**src/hdl/cbr_regs.svh**
```systemverilog
// Behaviour
// - thirteen architectural registers visible, banked ones counted once
// - two copies of banked set; bank select bit picks copy 0 or 1
// - data words 0 and 1 have separately addressable high and low bytes
// - data word 2 over 0 and 3 over 1 form 32-bit operands
// - address words form 32-bit operand, word 1 above word 0
// - frame base is 16 bits, base for frame-relative addressing
// - vector table base is 20 bits, start of relocatable vector table
// - program counter is 20 bits, address of next instruction
// - two 16-bit stack pointers; stack select flag picks the active one
// - static base is 16 bits, base for static-relative addressing
// - flag word is 11 bits wide
// - carry flag captures carry, borrow or shifted-out bit of each operation
// - zero flag set when result is zero, cleared otherwise
// - sign flag set when result is negative, cleared otherwise
// - overflow flag set when operation overflows, cleared otherwise
// - decode one-megabyte address space 00000h to FFFFFh
// - program ROM ends at 0FFFFh and extends downward by its size
// - fixed vector table occupies 0FFDCh to 0FFFFh
// - data flash decoded at 02400h to 02BFFh
// - RAM starts at 00400h and extends upward by its size
// - peripheral registers at 00000h to 002FFh; unassigned parts reserved
`ifndef CBR_REGS_SVH
`define CBR_REGS_SVH
`define CBR_OFF_DW0 12'h000
`define CBR_OFF_DW1 12'h004
`define CBR_OFF_DW2 12'h008
`define CBR_OFF_DW3 12'h00c
`define CBR_OFF_AW0 12'h010
`define CBR_OFF_AW1 12'h014
`define CBR_OFF_FB 12'h018
`define CBR_OFF_VTB 12'h01c
`define CBR_OFF_PC 12'h020
`define CBR_OFF_USP 12'h024
`define CBR_OFF_ISP 12'h028
`define CBR_OFF_SB 12'h02c
`define CBR_OFF_FLG 12'h030
`define CBR_OFF_DW0_LO 12'h040
`define CBR_OFF_DW0_HI 12'h044
`define CBR_OFF_DW1_LO 12'h048
`define CBR_OFF_DW1_HI 12'h04c
`define CBR_OFF_LONG_LO 12'h050
`define CBR_OFF_LONG_HI 12'h054
`define CBR_OFF_ADDR_LONG 12'h058
`define CBR_OFF_ACT_SP 12'h05c
`define CBR_OFF_ALU_CMD 12'h060
`define CBR_OFF_DECODE 12'h064
`define CBR_FLG_CARRY 0
`define CBR_FLG_TRACE 1
`define CBR_FLG_ZERO 2
`define CBR_FLG_SIGN 3
`define CBR_FLG_BANK 4
`define CBR_FLG_OVF 5
`define CBR_FLG_STACK 7
`define CBR_FLG_RESET 11'h000
`define CBR_PC_RESET 20'h00000
`define CBR_SFR_END 20'h002ff
`define CBR_RAM_BASE 20'h00400
`define CBR_FLASH_BASE 20'h02400
`define CBR_FLASH_END 20'h02bff
`define CBR_ROM_END 20'h0ffff
`define CBR_VEC_BASE 20'h0ffdc
`define CBR_RAM_SIZE_DEF 20'h00400
`define CBR_ROM_SIZE_DEF 20'h04000
`endif

```
**src/hdl/cbr_pkg.sv**
```systemverilog
package cbr_pkg;
    typedef enum logic [2:0] {
        CBR_OP_ADD = 3'h0,
        CBR_OP_SUB = 3'h1,
        CBR_OP_AND = 3'h2,
        CBR_OP_OR = 3'h3,
        CBR_OP_XOR = 3'h4,
        CBR_OP_SHL = 3'h5,
        CBR_OP_SHR = 3'h6,
        CBR_OP_PASS = 3'h7
    } cbr_op_e;

    typedef enum logic [2:0] {
        CBR_REG_SFR = 3'h0,
        CBR_REG_RAM = 3'h1,
        CBR_REG_FLASH = 3'h2,
        CBR_REG_ROM = 3'h3,
        CBR_REG_VECTOR = 3'h4,
        CBR_REG_RESERVED = 3'h5
    } cbr_region_e;

    typedef struct packed {
        logic [15:0] dw0;
        logic [15:0] dw1;
        logic [15:0] dw2;
        logic [15:0] dw3;
        logic [15:0] aw0;
        logic [15:0] aw1;
        logic [15:0] fb;
    } cbr_bank_s;

    typedef struct packed {
        logic [11:0] paddr;
        logic psel;
        logic penable;
        logic pwrite;
        logic [31:0] pwdata;
    } cbr_apb_req_s;
endpackage

```
**src/hdl/cbr_core_regs.sv**
```systemverilog
// The address map and the APB slave port were decided locally.
`timescale 1ns/1ps
`include "cbr_regs.svh"
module cbr_core_regs (
    // clock and reset
    input wire logic mclk,
    input wire logic reset,
    // apb slave
    input wire logic [11:0] paddr,
    input wire logic psel,
    input wire logic penable,
    input wire logic pwrite,
    input wire logic [31:0] pwdata,
    output logic [31:0] prdata,
    output logic pready,
    output logic pslverr,
    // core view
    output logic [15:0] active_sp,
    output logic [19:0] program_counter,
    output logic [19:0] vector_table_base,
    output logic [10:0] flag_word,
    output cbr_pkg::cbr_region_e decode_region
);
    cbr_pkg::cbr_bank_s bank_r [2];
    cbr_pkg::cbr_bank_s bank_nxt [2];
    cbr_pkg::cbr_apb_req_s req;
    logic [19:0] vtb_r, vtb_nxt, pc_r, pc_nxt;
    logic [15:0] usp_r, usp_nxt, isp_r, isp_nxt, sb_r, sb_nxt;
    logic [10:0] flg_r, flg_nxt;
    logic [19:0] dec_addr_r, dec_addr_nxt;
    logic [31:0] rdata_r, rdata_nxt;
    logic err_r, err_nxt;
    logic wait_r, wait_nxt;
    logic wr, rd, hit;
    logic [31:0] rd_mux;
    logic sel_bank;
    cbr_pkg::cbr_bank_s cur;
    cbr_pkg::cbr_region_e region;
    // alu operands
    logic [2:0] alu_op;
    logic alu_wide;
    logic [31:0] alu_a, alu_b, alu_res;
    logic [32:0] alu_ext;
    logic alu_c, alu_v, alu_neg;

    assign req = '{paddr: paddr, psel: psel, penable: penable, pwrite: pwrite,
                   pwdata: pwdata};
    // writes land only in the answering cycle, so an alu command runs once
    assign wr = req.psel && req.penable && req.pwrite && wait_r;
    assign rd = req.psel && req.penable && !req.pwrite;
    assign sel_bank = flg_r[`CBR_FLG_BANK];
    assign cur = bank_r[sel_bank];

    // address decode over the whole 1 MB space
    always_comb begin
        if (dec_addr_r <= `CBR_SFR_END) begin
            region = cbr_pkg::CBR_REG_SFR;
        end else if (dec_addr_r >= `CBR_RAM_BASE &&
                     dec_addr_r < `CBR_RAM_BASE + `CBR_RAM_SIZE_DEF) begin
            region = cbr_pkg::CBR_REG_RAM;
        end else if (dec_addr_r >= `CBR_FLASH_BASE && dec_addr_r <= `CBR_FLASH_END) begin
            region = cbr_pkg::CBR_REG_FLASH;
        end else if (dec_addr_r >= `CBR_VEC_BASE && dec_addr_r <= `CBR_ROM_END) begin
            region = cbr_pkg::CBR_REG_VECTOR;
        end else if (dec_addr_r > `CBR_ROM_END - `CBR_ROM_SIZE_DEF &&
                     dec_addr_r <= `CBR_ROM_END) begin
            region = cbr_pkg::CBR_REG_ROM;
        end else begin
            region = cbr_pkg::CBR_REG_RESERVED;
        end
    end

    // alu: low 3 bits op, bit 3 selects 32-bit pair operands
    assign alu_op = pwdata[2:0];
    assign alu_wide = pwdata[3];
    always_comb begin
        if (alu_wide) begin
            alu_a = {cur.dw2, cur.dw0};
            alu_b = {cur.dw3, cur.dw1};
        end else begin
            alu_a = {16'h0000, cur.dw0};
            alu_b = {16'h0000, cur.dw1};
        end
        alu_ext = {1'b0, alu_a};
        alu_v = 1'b0;
        unique case (cbr_pkg::cbr_op_e'(alu_op))
            cbr_pkg::CBR_OP_ADD: alu_ext = {1'b0, alu_a} + {1'b0, alu_b};
            cbr_pkg::CBR_OP_SUB: alu_ext = {1'b0, alu_a} - {1'b0, alu_b};
            cbr_pkg::CBR_OP_AND: alu_ext = {1'b0, alu_a & alu_b};
            cbr_pkg::CBR_OP_OR: alu_ext = {1'b0, alu_a | alu_b};
            cbr_pkg::CBR_OP_XOR: alu_ext = {1'b0, alu_a ^ alu_b};
            cbr_pkg::CBR_OP_SHL: alu_ext = {alu_a, 1'b0};
            cbr_pkg::CBR_OP_SHR: alu_ext = {alu_a[0], 1'b0, alu_a[31:1]};
            cbr_pkg::CBR_OP_PASS: alu_ext = {1'b0, alu_a};
        endcase
        if (!alu_wide) begin
            alu_res = {16'h0000, alu_ext[15:0]};
            alu_neg = alu_ext[15];
            if (alu_op == 3'h1) begin
                alu_c = alu_a[15:0] < alu_b[15:0];
            end else if (alu_op == 3'h5) begin
                alu_c = alu_a[15];
            end else if (alu_op == 3'h6) begin
                alu_c = alu_a[0];
            end else begin
                alu_c = alu_ext[16];
            end
            if (alu_op == 3'h0) begin
                alu_v = (alu_a[15] == alu_b[15]) && (alu_ext[15] != alu_a[15]);
            end else if (alu_op == 3'h1) begin
                alu_v = (alu_a[15] != alu_b[15]) && (alu_ext[15] != alu_a[15]);
            end
        end else begin
            alu_res = alu_ext[31:0];
            alu_neg = alu_ext[31];
            alu_c = (alu_op == 3'h6) ? alu_ext[32] : alu_ext[32];
            if (alu_op == 3'h0) begin
                alu_v = (alu_a[31] == alu_b[31]) && (alu_ext[31] != alu_a[31]);
            end else if (alu_op == 3'h1) begin
                alu_v = (alu_a[31] != alu_b[31]) && (alu_ext[31] != alu_a[31]);
            end
        end
    end

    // read mux over the visible set
    always_comb begin
        hit = 1'b1;
        rd_mux = 32'h0000_0000;
        unique case (req.paddr)
            `CBR_OFF_DW0: rd_mux = {16'h0000, cur.dw0};
            `CBR_OFF_DW1: rd_mux = {16'h0000, cur.dw1};
            `CBR_OFF_DW2: rd_mux = {16'h0000, cur.dw2};
            `CBR_OFF_DW3: rd_mux = {16'h0000, cur.dw3};
            `CBR_OFF_AW0: rd_mux = {16'h0000, cur.aw0};
            `CBR_OFF_AW1: rd_mux = {16'h0000, cur.aw1};
            `CBR_OFF_FB: rd_mux = {16'h0000, cur.fb};
            `CBR_OFF_VTB: rd_mux = {12'h000, vtb_r};
            `CBR_OFF_PC: rd_mux = {12'h000, pc_r};
            `CBR_OFF_USP: rd_mux = {16'h0000, usp_r};
            `CBR_OFF_ISP: rd_mux = {16'h0000, isp_r};
            `CBR_OFF_SB: rd_mux = {16'h0000, sb_r};
            `CBR_OFF_FLG: rd_mux = {21'h000000, flg_r};
            `CBR_OFF_DW0_LO: rd_mux = {24'h000000, cur.dw0[7:0]};
            `CBR_OFF_DW0_HI: rd_mux = {24'h000000, cur.dw0[15:8]};
            `CBR_OFF_DW1_LO: rd_mux = {24'h000000, cur.dw1[7:0]};
            `CBR_OFF_DW1_HI: rd_mux = {24'h000000, cur.dw1[15:8]};
            `CBR_OFF_LONG_LO: rd_mux = {cur.dw2, cur.dw0};
            `CBR_OFF_LONG_HI: rd_mux = {cur.dw3, cur.dw1};
            `CBR_OFF_ADDR_LONG: rd_mux = {cur.aw1, cur.aw0};
            `CBR_OFF_ACT_SP: rd_mux = {16'h0000, active_sp};
            `CBR_OFF_ALU_CMD: rd_mux = alu_res;
            `CBR_OFF_DECODE: rd_mux = {9'h000, region, dec_addr_r};
            default: hit = 1'b0;
        endcase
    end

    // next-state for the whole register set
    always_comb begin
        bank_nxt = bank_r;
        vtb_nxt = vtb_r;
        pc_nxt = pc_r;
        usp_nxt = usp_r;
        isp_nxt = isp_r;
        sb_nxt = sb_r;
        flg_nxt = flg_r;
        dec_addr_nxt = dec_addr_r;
        rdata_nxt = rdata_r;
        err_nxt = 1'b0;
        if (req.psel && req.penable) begin
            // writes and refused reads return zero
            rdata_nxt = (rd && hit) ? rd_mux : 32'h0000_0000;
            err_nxt = !hit;
        end
        if (wr) begin
            unique case (req.paddr)
                `CBR_OFF_DW0: bank_nxt[sel_bank].dw0 = req.pwdata[15:0];
                `CBR_OFF_DW1: bank_nxt[sel_bank].dw1 = req.pwdata[15:0];
                `CBR_OFF_DW2: bank_nxt[sel_bank].dw2 = req.pwdata[15:0];
                `CBR_OFF_DW3: bank_nxt[sel_bank].dw3 = req.pwdata[15:0];
                `CBR_OFF_AW0: bank_nxt[sel_bank].aw0 = req.pwdata[15:0];
                `CBR_OFF_AW1: bank_nxt[sel_bank].aw1 = req.pwdata[15:0];
                `CBR_OFF_FB: bank_nxt[sel_bank].fb = req.pwdata[15:0];
                `CBR_OFF_VTB: vtb_nxt = req.pwdata[19:0];
                `CBR_OFF_PC: pc_nxt = req.pwdata[19:0];
                `CBR_OFF_USP: usp_nxt = req.pwdata[15:0];
                `CBR_OFF_ISP: isp_nxt = req.pwdata[15:0];
                `CBR_OFF_SB: sb_nxt = req.pwdata[15:0];
                `CBR_OFF_FLG: flg_nxt = req.pwdata[10:0];
                `CBR_OFF_DW0_LO: bank_nxt[sel_bank].dw0[7:0] = req.pwdata[7:0];
                `CBR_OFF_DW0_HI: bank_nxt[sel_bank].dw0[15:8] = req.pwdata[7:0];
                `CBR_OFF_DW1_LO: bank_nxt[sel_bank].dw1[7:0] = req.pwdata[7:0];
                `CBR_OFF_DW1_HI: bank_nxt[sel_bank].dw1[15:8] = req.pwdata[7:0];
                `CBR_OFF_LONG_LO: begin
                    bank_nxt[sel_bank].dw0 = req.pwdata[15:0];
                    bank_nxt[sel_bank].dw2 = req.pwdata[31:16];
                end
                `CBR_OFF_LONG_HI: begin
                    bank_nxt[sel_bank].dw1 = req.pwdata[15:0];
                    bank_nxt[sel_bank].dw3 = req.pwdata[31:16];
                end
                `CBR_OFF_ADDR_LONG: begin
                    bank_nxt[sel_bank].aw0 = req.pwdata[15:0];
                    bank_nxt[sel_bank].aw1 = req.pwdata[31:16];
                end
                `CBR_OFF_ACT_SP: begin
                    if (flg_r[`CBR_FLG_STACK]) begin
                        usp_nxt = req.pwdata[15:0];
                    end else begin
                        isp_nxt = req.pwdata[15:0];
                    end
                end
                `CBR_OFF_ALU_CMD: begin
                    // result lands in data word 0 (and 2 for wide ops)
                    bank_nxt[sel_bank].dw0 = alu_res[15:0];
                    if (alu_wide) begin
                        bank_nxt[sel_bank].dw2 = alu_res[31:16];
                    end
                    flg_nxt[`CBR_FLG_CARRY] = alu_c;
                    flg_nxt[`CBR_FLG_ZERO] = (alu_res == 32'h0000_0000);
                    flg_nxt[`CBR_FLG_SIGN] = alu_neg;
                    flg_nxt[`CBR_FLG_OVF] = alu_v;
                end
                `CBR_OFF_DECODE: dec_addr_nxt = req.pwdata[19:0];
                default: ;
            endcase
        end
    end

    // register stage; banks cleared to zero so reads after reset are defined
    always_ff @(posedge mclk or posedge reset) begin
        if (reset) begin
            bank_r[0] <= '0;
            bank_r[1] <= '0;
            vtb_r <= 20'h00000;
            pc_r <= `CBR_PC_RESET;
            usp_r <= 16'h0000;
            isp_r <= 16'h0000;
            sb_r <= 16'h0000;
            flg_r <= `CBR_FLG_RESET;
            dec_addr_r <= 20'h00000;
            rdata_r <= 32'h0000_0000;
            err_r <= 1'b0;
        end else begin
            bank_r <= bank_nxt;
            vtb_r <= vtb_nxt;
            pc_r <= pc_nxt;
            usp_r <= usp_nxt;
            isp_r <= isp_nxt;
            sb_r <= sb_nxt;
            flg_r <= flg_nxt;
            dec_addr_r <= dec_addr_nxt;
            rdata_r <= rdata_nxt;
            err_r <= err_nxt;
        end
    end

    // answer one cycle after the first access cycle: the wait state buys a flopped prdata
    always_comb begin
        wait_nxt = psel && penable && !wait_r;
    end
    always_ff @(posedge mclk or posedge reset) begin
        if (reset) begin
            wait_r <= 1'b0;
        end else begin
            wait_r <= wait_nxt;
        end
    end

    assign pready = wait_r;
    assign prdata = rdata_r;
    assign pslverr = wait_r && err_r;
    // stack select set means user stack
    assign active_sp = flg_r[`CBR_FLG_STACK] ? usp_r : isp_r;
    assign program_counter = pc_r;
    assign vector_table_base = vtb_r;
    assign flag_word = flg_r;
    assign decode_region = region;
endmodule

```
**config.mk**
```make
export PLATFORM = sky130hd
export DESIGN_NAME = cbr_core_regs
export DESIGN_NICKNAME = d
export VERILOG_FILES = /design/src/hdl/cbr_pkg.sv /design/src/hdl/cbr_core_regs.sv
export VERILOG_INCLUDE_DIRS = /design/src /design/src/hdl
export SDC_FILE = /design/constraint.sdc
export NUM_CORES = 2
export LEC_CHECK = 0
export BUFFER_PORTS_ARGS = -buffer_cell sky130_fd_sc_hd__clkbuf_2
export CORE_UTILIZATION = 50
export CTS_CLUSTER_SIZE = 16
export DETAILED_ROUTE_END_ITERATION = 7
export PLACE_DENSITY = 0.75
export RECOVER_POWER = 100
export SYNTH_ARGS = -nofsm -noshare
export SYNTH_HDL_FRONTEND = slang
export SYNTH_SLANG_ARGS = --single-unit
```
**constraint.sdc**
```tcl
create_clock -name mclk -period 13.9 [get_ports mclk]
set_input_delay 1.39 -clock mclk [delete_from_list [all_inputs] [get_ports mclk]]
set_output_delay 1.39 -clock mclk [all_outputs]
set_load 0.01 [all_outputs]
```
==> impl_metrics.json <==
{
  "area.sequential_um2": 9438,
  "async_flop_share_pct": 100.0,
  "final_core_util_pct": 55.62,
  "status": "finished, violations left",
  "drtIter0Drc": 3662,
  "worst_path_max_delay_cell": "clkbuf_1",
  "hold_path.class": "register to register",
  "synth_top_family_by_area": "compound AO/OA/AOI/OAI gates",
  "min_delay_path_depth": 2,
  "rr_worst_depth": 15,
  "fin_ws_ns": 3.703,
  "fmax_mhz": 98.06,
  "floorplan.die.width_um": 231.6,
  "drive_gt1_share_pct": 13.71,
  "worst_pin_slew_ns": 5.231,
  "fin_crit_sh_pct": 73.36,
  "cp-end-kind": "register",
  "fp-row-count": 83,
  "cts-root-buf": "clkbuf_16",
  "max_stage_delay_ns": 2.50,
  "syn_area_um2": 26350,
  "postCtsSetupBuffers": 0,
  "power_mw": 2.414,
  "yosysTopAreaCell": "dfrtp_1",
  "coreArea_um2": 51720,
  "route.detailed.drc": 2,
  "cp_num_cells": 15,
  "die_y_um": 231.6,
  "grt_max_degree": 193,
  "vias_per_cell": 7.196,
  "critPathArrivalTime_ns": 10.70,
  "ys_types": 92,
  "ys_ff_latch": 377,
  "antenna_found_initial": 7,
  "cts_hold_repair.buffers": 0,
  "ios": 153,
  "dr.pass1.iters": 8,
  "grt_pass1_vias": 25618,
  "layout_min_cycle_time_ns": 10.20,
  "fill_cells": 4720,
  "clk_latency_ns": 0.60,
  "setup_violations": 0,
  "synth-xor-area-share_pct": 1.595,
  "worstPathCellList": "clkbuf_1, clkbuf_1, mux2i_1, inv_1, ha_1, nand2_1, a2111oi_0, o2111ai_1, a2111oi_0, o21ai_1, a31oi_1, or3b_1, nor4_1, nand4_1, a21oi_1",
  "start_util_pct": 50.96,
  "rsz0062_at_grt": "false",
  "dieArea_um2": 53630,
  "violations": "design-rule violations, max-capacitance violations, max-slew violations",
  "synthSimpleGateAreaFrac_pct": 15.08,
  "avgSynthCellArea_um2": 8.775,
  "grt_first_pass_wirelength_um": 172800,
  "synth_area_leaders": "dfrtp_1 36%, mux2_2 8.9%, ha_1 5.3%",
  "slew_violations": 553,
  "required_ns": 14.40,
  "clkSinkCount": 377,
  "synth_edf_count": 0,
  "place.gp.congestion": 1.055,
  "wl_per_cell_um": 31.70,
  "cp-start-kind": "register",
  "finalHoldViolCount": 0,
  "path_max_fanout": 47,
  "syn_nets": 3165,
  "wl_um": 119300,
  "htreeDepth": 2,
  "cts_buffers": 42,
  "worst-path-buf-inv": 3,
  "multi_input_area_um2": 15600,
  "p_leak_nw": 12.92,
  "cts_resized": 0,
  "irDropWorstVdd_mv": 0.1023,
  "synth_compound_area_share_pct": 24.60,
  "synth.top_cell.area_share_pct": 35.80,
  "setup.worst_path.class": "register to register",
  "synth_ff_type": "dfrtp_1",
  "ys.warnings.count": 0,
  "pre_cts_slack_ns": 7.032,
  "track_usage_pct": 44.00,
  "fin_tns_setup_ns": 0,
  "vias": 27073,
  "synthAdderAreaFrac_pct": 5.394,
  "relSlewSlack_pct": -248.7,
  "yosysSeqAreaShare_pct": 35.80,
  "cts_tree": "built",
  "dp_hpwl_um": 84520,
  "grt.overflow.total": 0,
  "synthMuxAreaShare_pct": 12.69,
  "cpLargestDelayFamily": "buffers and inverters",
  "power_density_nw_per_um2": 83.91,
  "cts.clk_slew.worst_paths_ns": 0.06,
  "skew_ns": 0.02891,
  "ant_nets": 0,
  "synthCells": 3003,
  "port_buffers": 152,
  "max-cap-violations": 13,
  "area_delta_synth_final_pct": 9.154,
  "nNetsFinal": 3209,
  "clk_path_buf_depth": 3
}
tightest hold or removal path, cell delays in order, from the launching register on:
cell     delay [ns]
dfrtp_1        0.34
nand2_1        0.05
nand2_1        0.05
power by group:
group	switching (mW)	total (mW)	internal [mW]
Clock	0.495	1.15	0.658
Combinational	0.130	0.162	0.0323
Sequential	0.000671	1.10	1.10
Total	0.626	2.41	1.79
area by class of cell:
type                            instances  area share, %
Tap cell                              680          2.958
Clock inverter                         16         0.5742
Antenna cell                            4        0.03480
Timing Repair Buffer                  221          3.858
Clock buffer                           59          4.263
Sequential cell                       377          32.81
Multi-Input combinational cell       2308          54.23
Inverter                               97          1.270
layout by cell type, fill, tap and decap left out, drive strengths merged, types with 39 or more instances in the layout:
cell type / count
nor3: 78
dfrtp: 377
a21o: 43
a22o: 46
clkbuf: 230
ha: 112
a221oi: 57
buf: 50
o21ai: 261
nor2: 243
mux2: 209
nand2: 364
xnor2: 39
a22oi: 102
inv: 99
a21oi: 167
mux2i: 96
routing by layer:
metal | GRT usage (%) | wire [um] | vias to the layer above
li1 | - | - | 11189
met1 | 57.34 | 44080 | 13212
met2 | 62.98 | 49410 | 2172
met3 | 13.36 | 16610 | 492
met4 | 28.64 | 9087 | 8
met5 | 0 | 58 | -
cell families after synthesis:
| logic type | count (synthesis) |
|---|---|
| simple gates | 880 |
| buf+inv | 318 |
| mux | 306 |
| flops | 377 |
| compound gates | 961 |
| xor+xnor | 48 |
| fa+ha+maj | 113 |
per-stage QoR:
stage	hold slack [ns]	instance area, um2	std cells
final	0.4699	28770	3762
after global routing	0.4818	28760	3758
after CTS	0.4693	29020	3758
after detailed placement	0.4553	27630	3683
after global placement	0.4482	27630	3683
after floorplan	0.4380	26350	3003
final timing paths:
check                      slack [ns]                startpoint                         end
max                              3.70  flag_word[4]$_DFFE_PP0P_    flag_word[2]$_DFFE_PP0P_
min                              0.47                  register                    register
max reg2reg                      3.70  flag_word[4]$_DFFE_PP0P_    flag_word[2]$_DFFE_PP0P_
min reg2reg                      0.47                  register                    register
max in group asynchronous        6.10                     reset  asynchronous set/reset pin
min in group asynchronous        2.32                     reset  asynchronous set/reset pin
cells in the mapped netlist (6+ instances only):
| cell | instances |
|---|---|
| nor4_1 | 16 |
| o21a_1 | 13 |
| o31ai_1 | 13 |
| mux2i_1 | 94 |
| a21oi_1 | 165 |
| o221ai_1 | 26 |
| nor3_1 | 73 |
| a31oi_1 | 31 |
| a22o_1 | 46 |
| a21o_1 | 43 |
| mux2_2 | 209 |
| a2111oi_0 | 11 |
| nand3b_1 | 7 |
| or2_2 | 7 |
| o21ai_1 | 34 |
| and4_1 | 6 |
| nand4_1 | 20 |
| o2111ai_1 | 22 |
| o21ai_0 | 227 |
| xnor2_1 | 39 |
| dfrtp_1 | 377 |
| o221a_2 | 7 |
| ha_1 | 112 |
| and3_1 | 7 |
| a221oi_1 | 57 |
| nand2_1 | 364 |
| nor2b_1 | 14 |
| a211o_1 | 7 |
| and2_1 | 17 |
| nand2b_1 | 25 |
| xor2_1 | 9 |
| a222oi_1 | 11 |
| a211oi_1 | 30 |
| buf_1 | 27 |
| buf_2 | 37 |
| o22ai_1 | 37 |
| a22oi_1 | 102 |
| o211ai_1 | 19 |
| nand3_1 | 38 |
| clkbuf_1 | 152 |
| or3_1 | 19 |
| nor2_1 | 235 |
| inv_1 | 95 |
No activity file was read; power rests on OpenSTA's default activity.
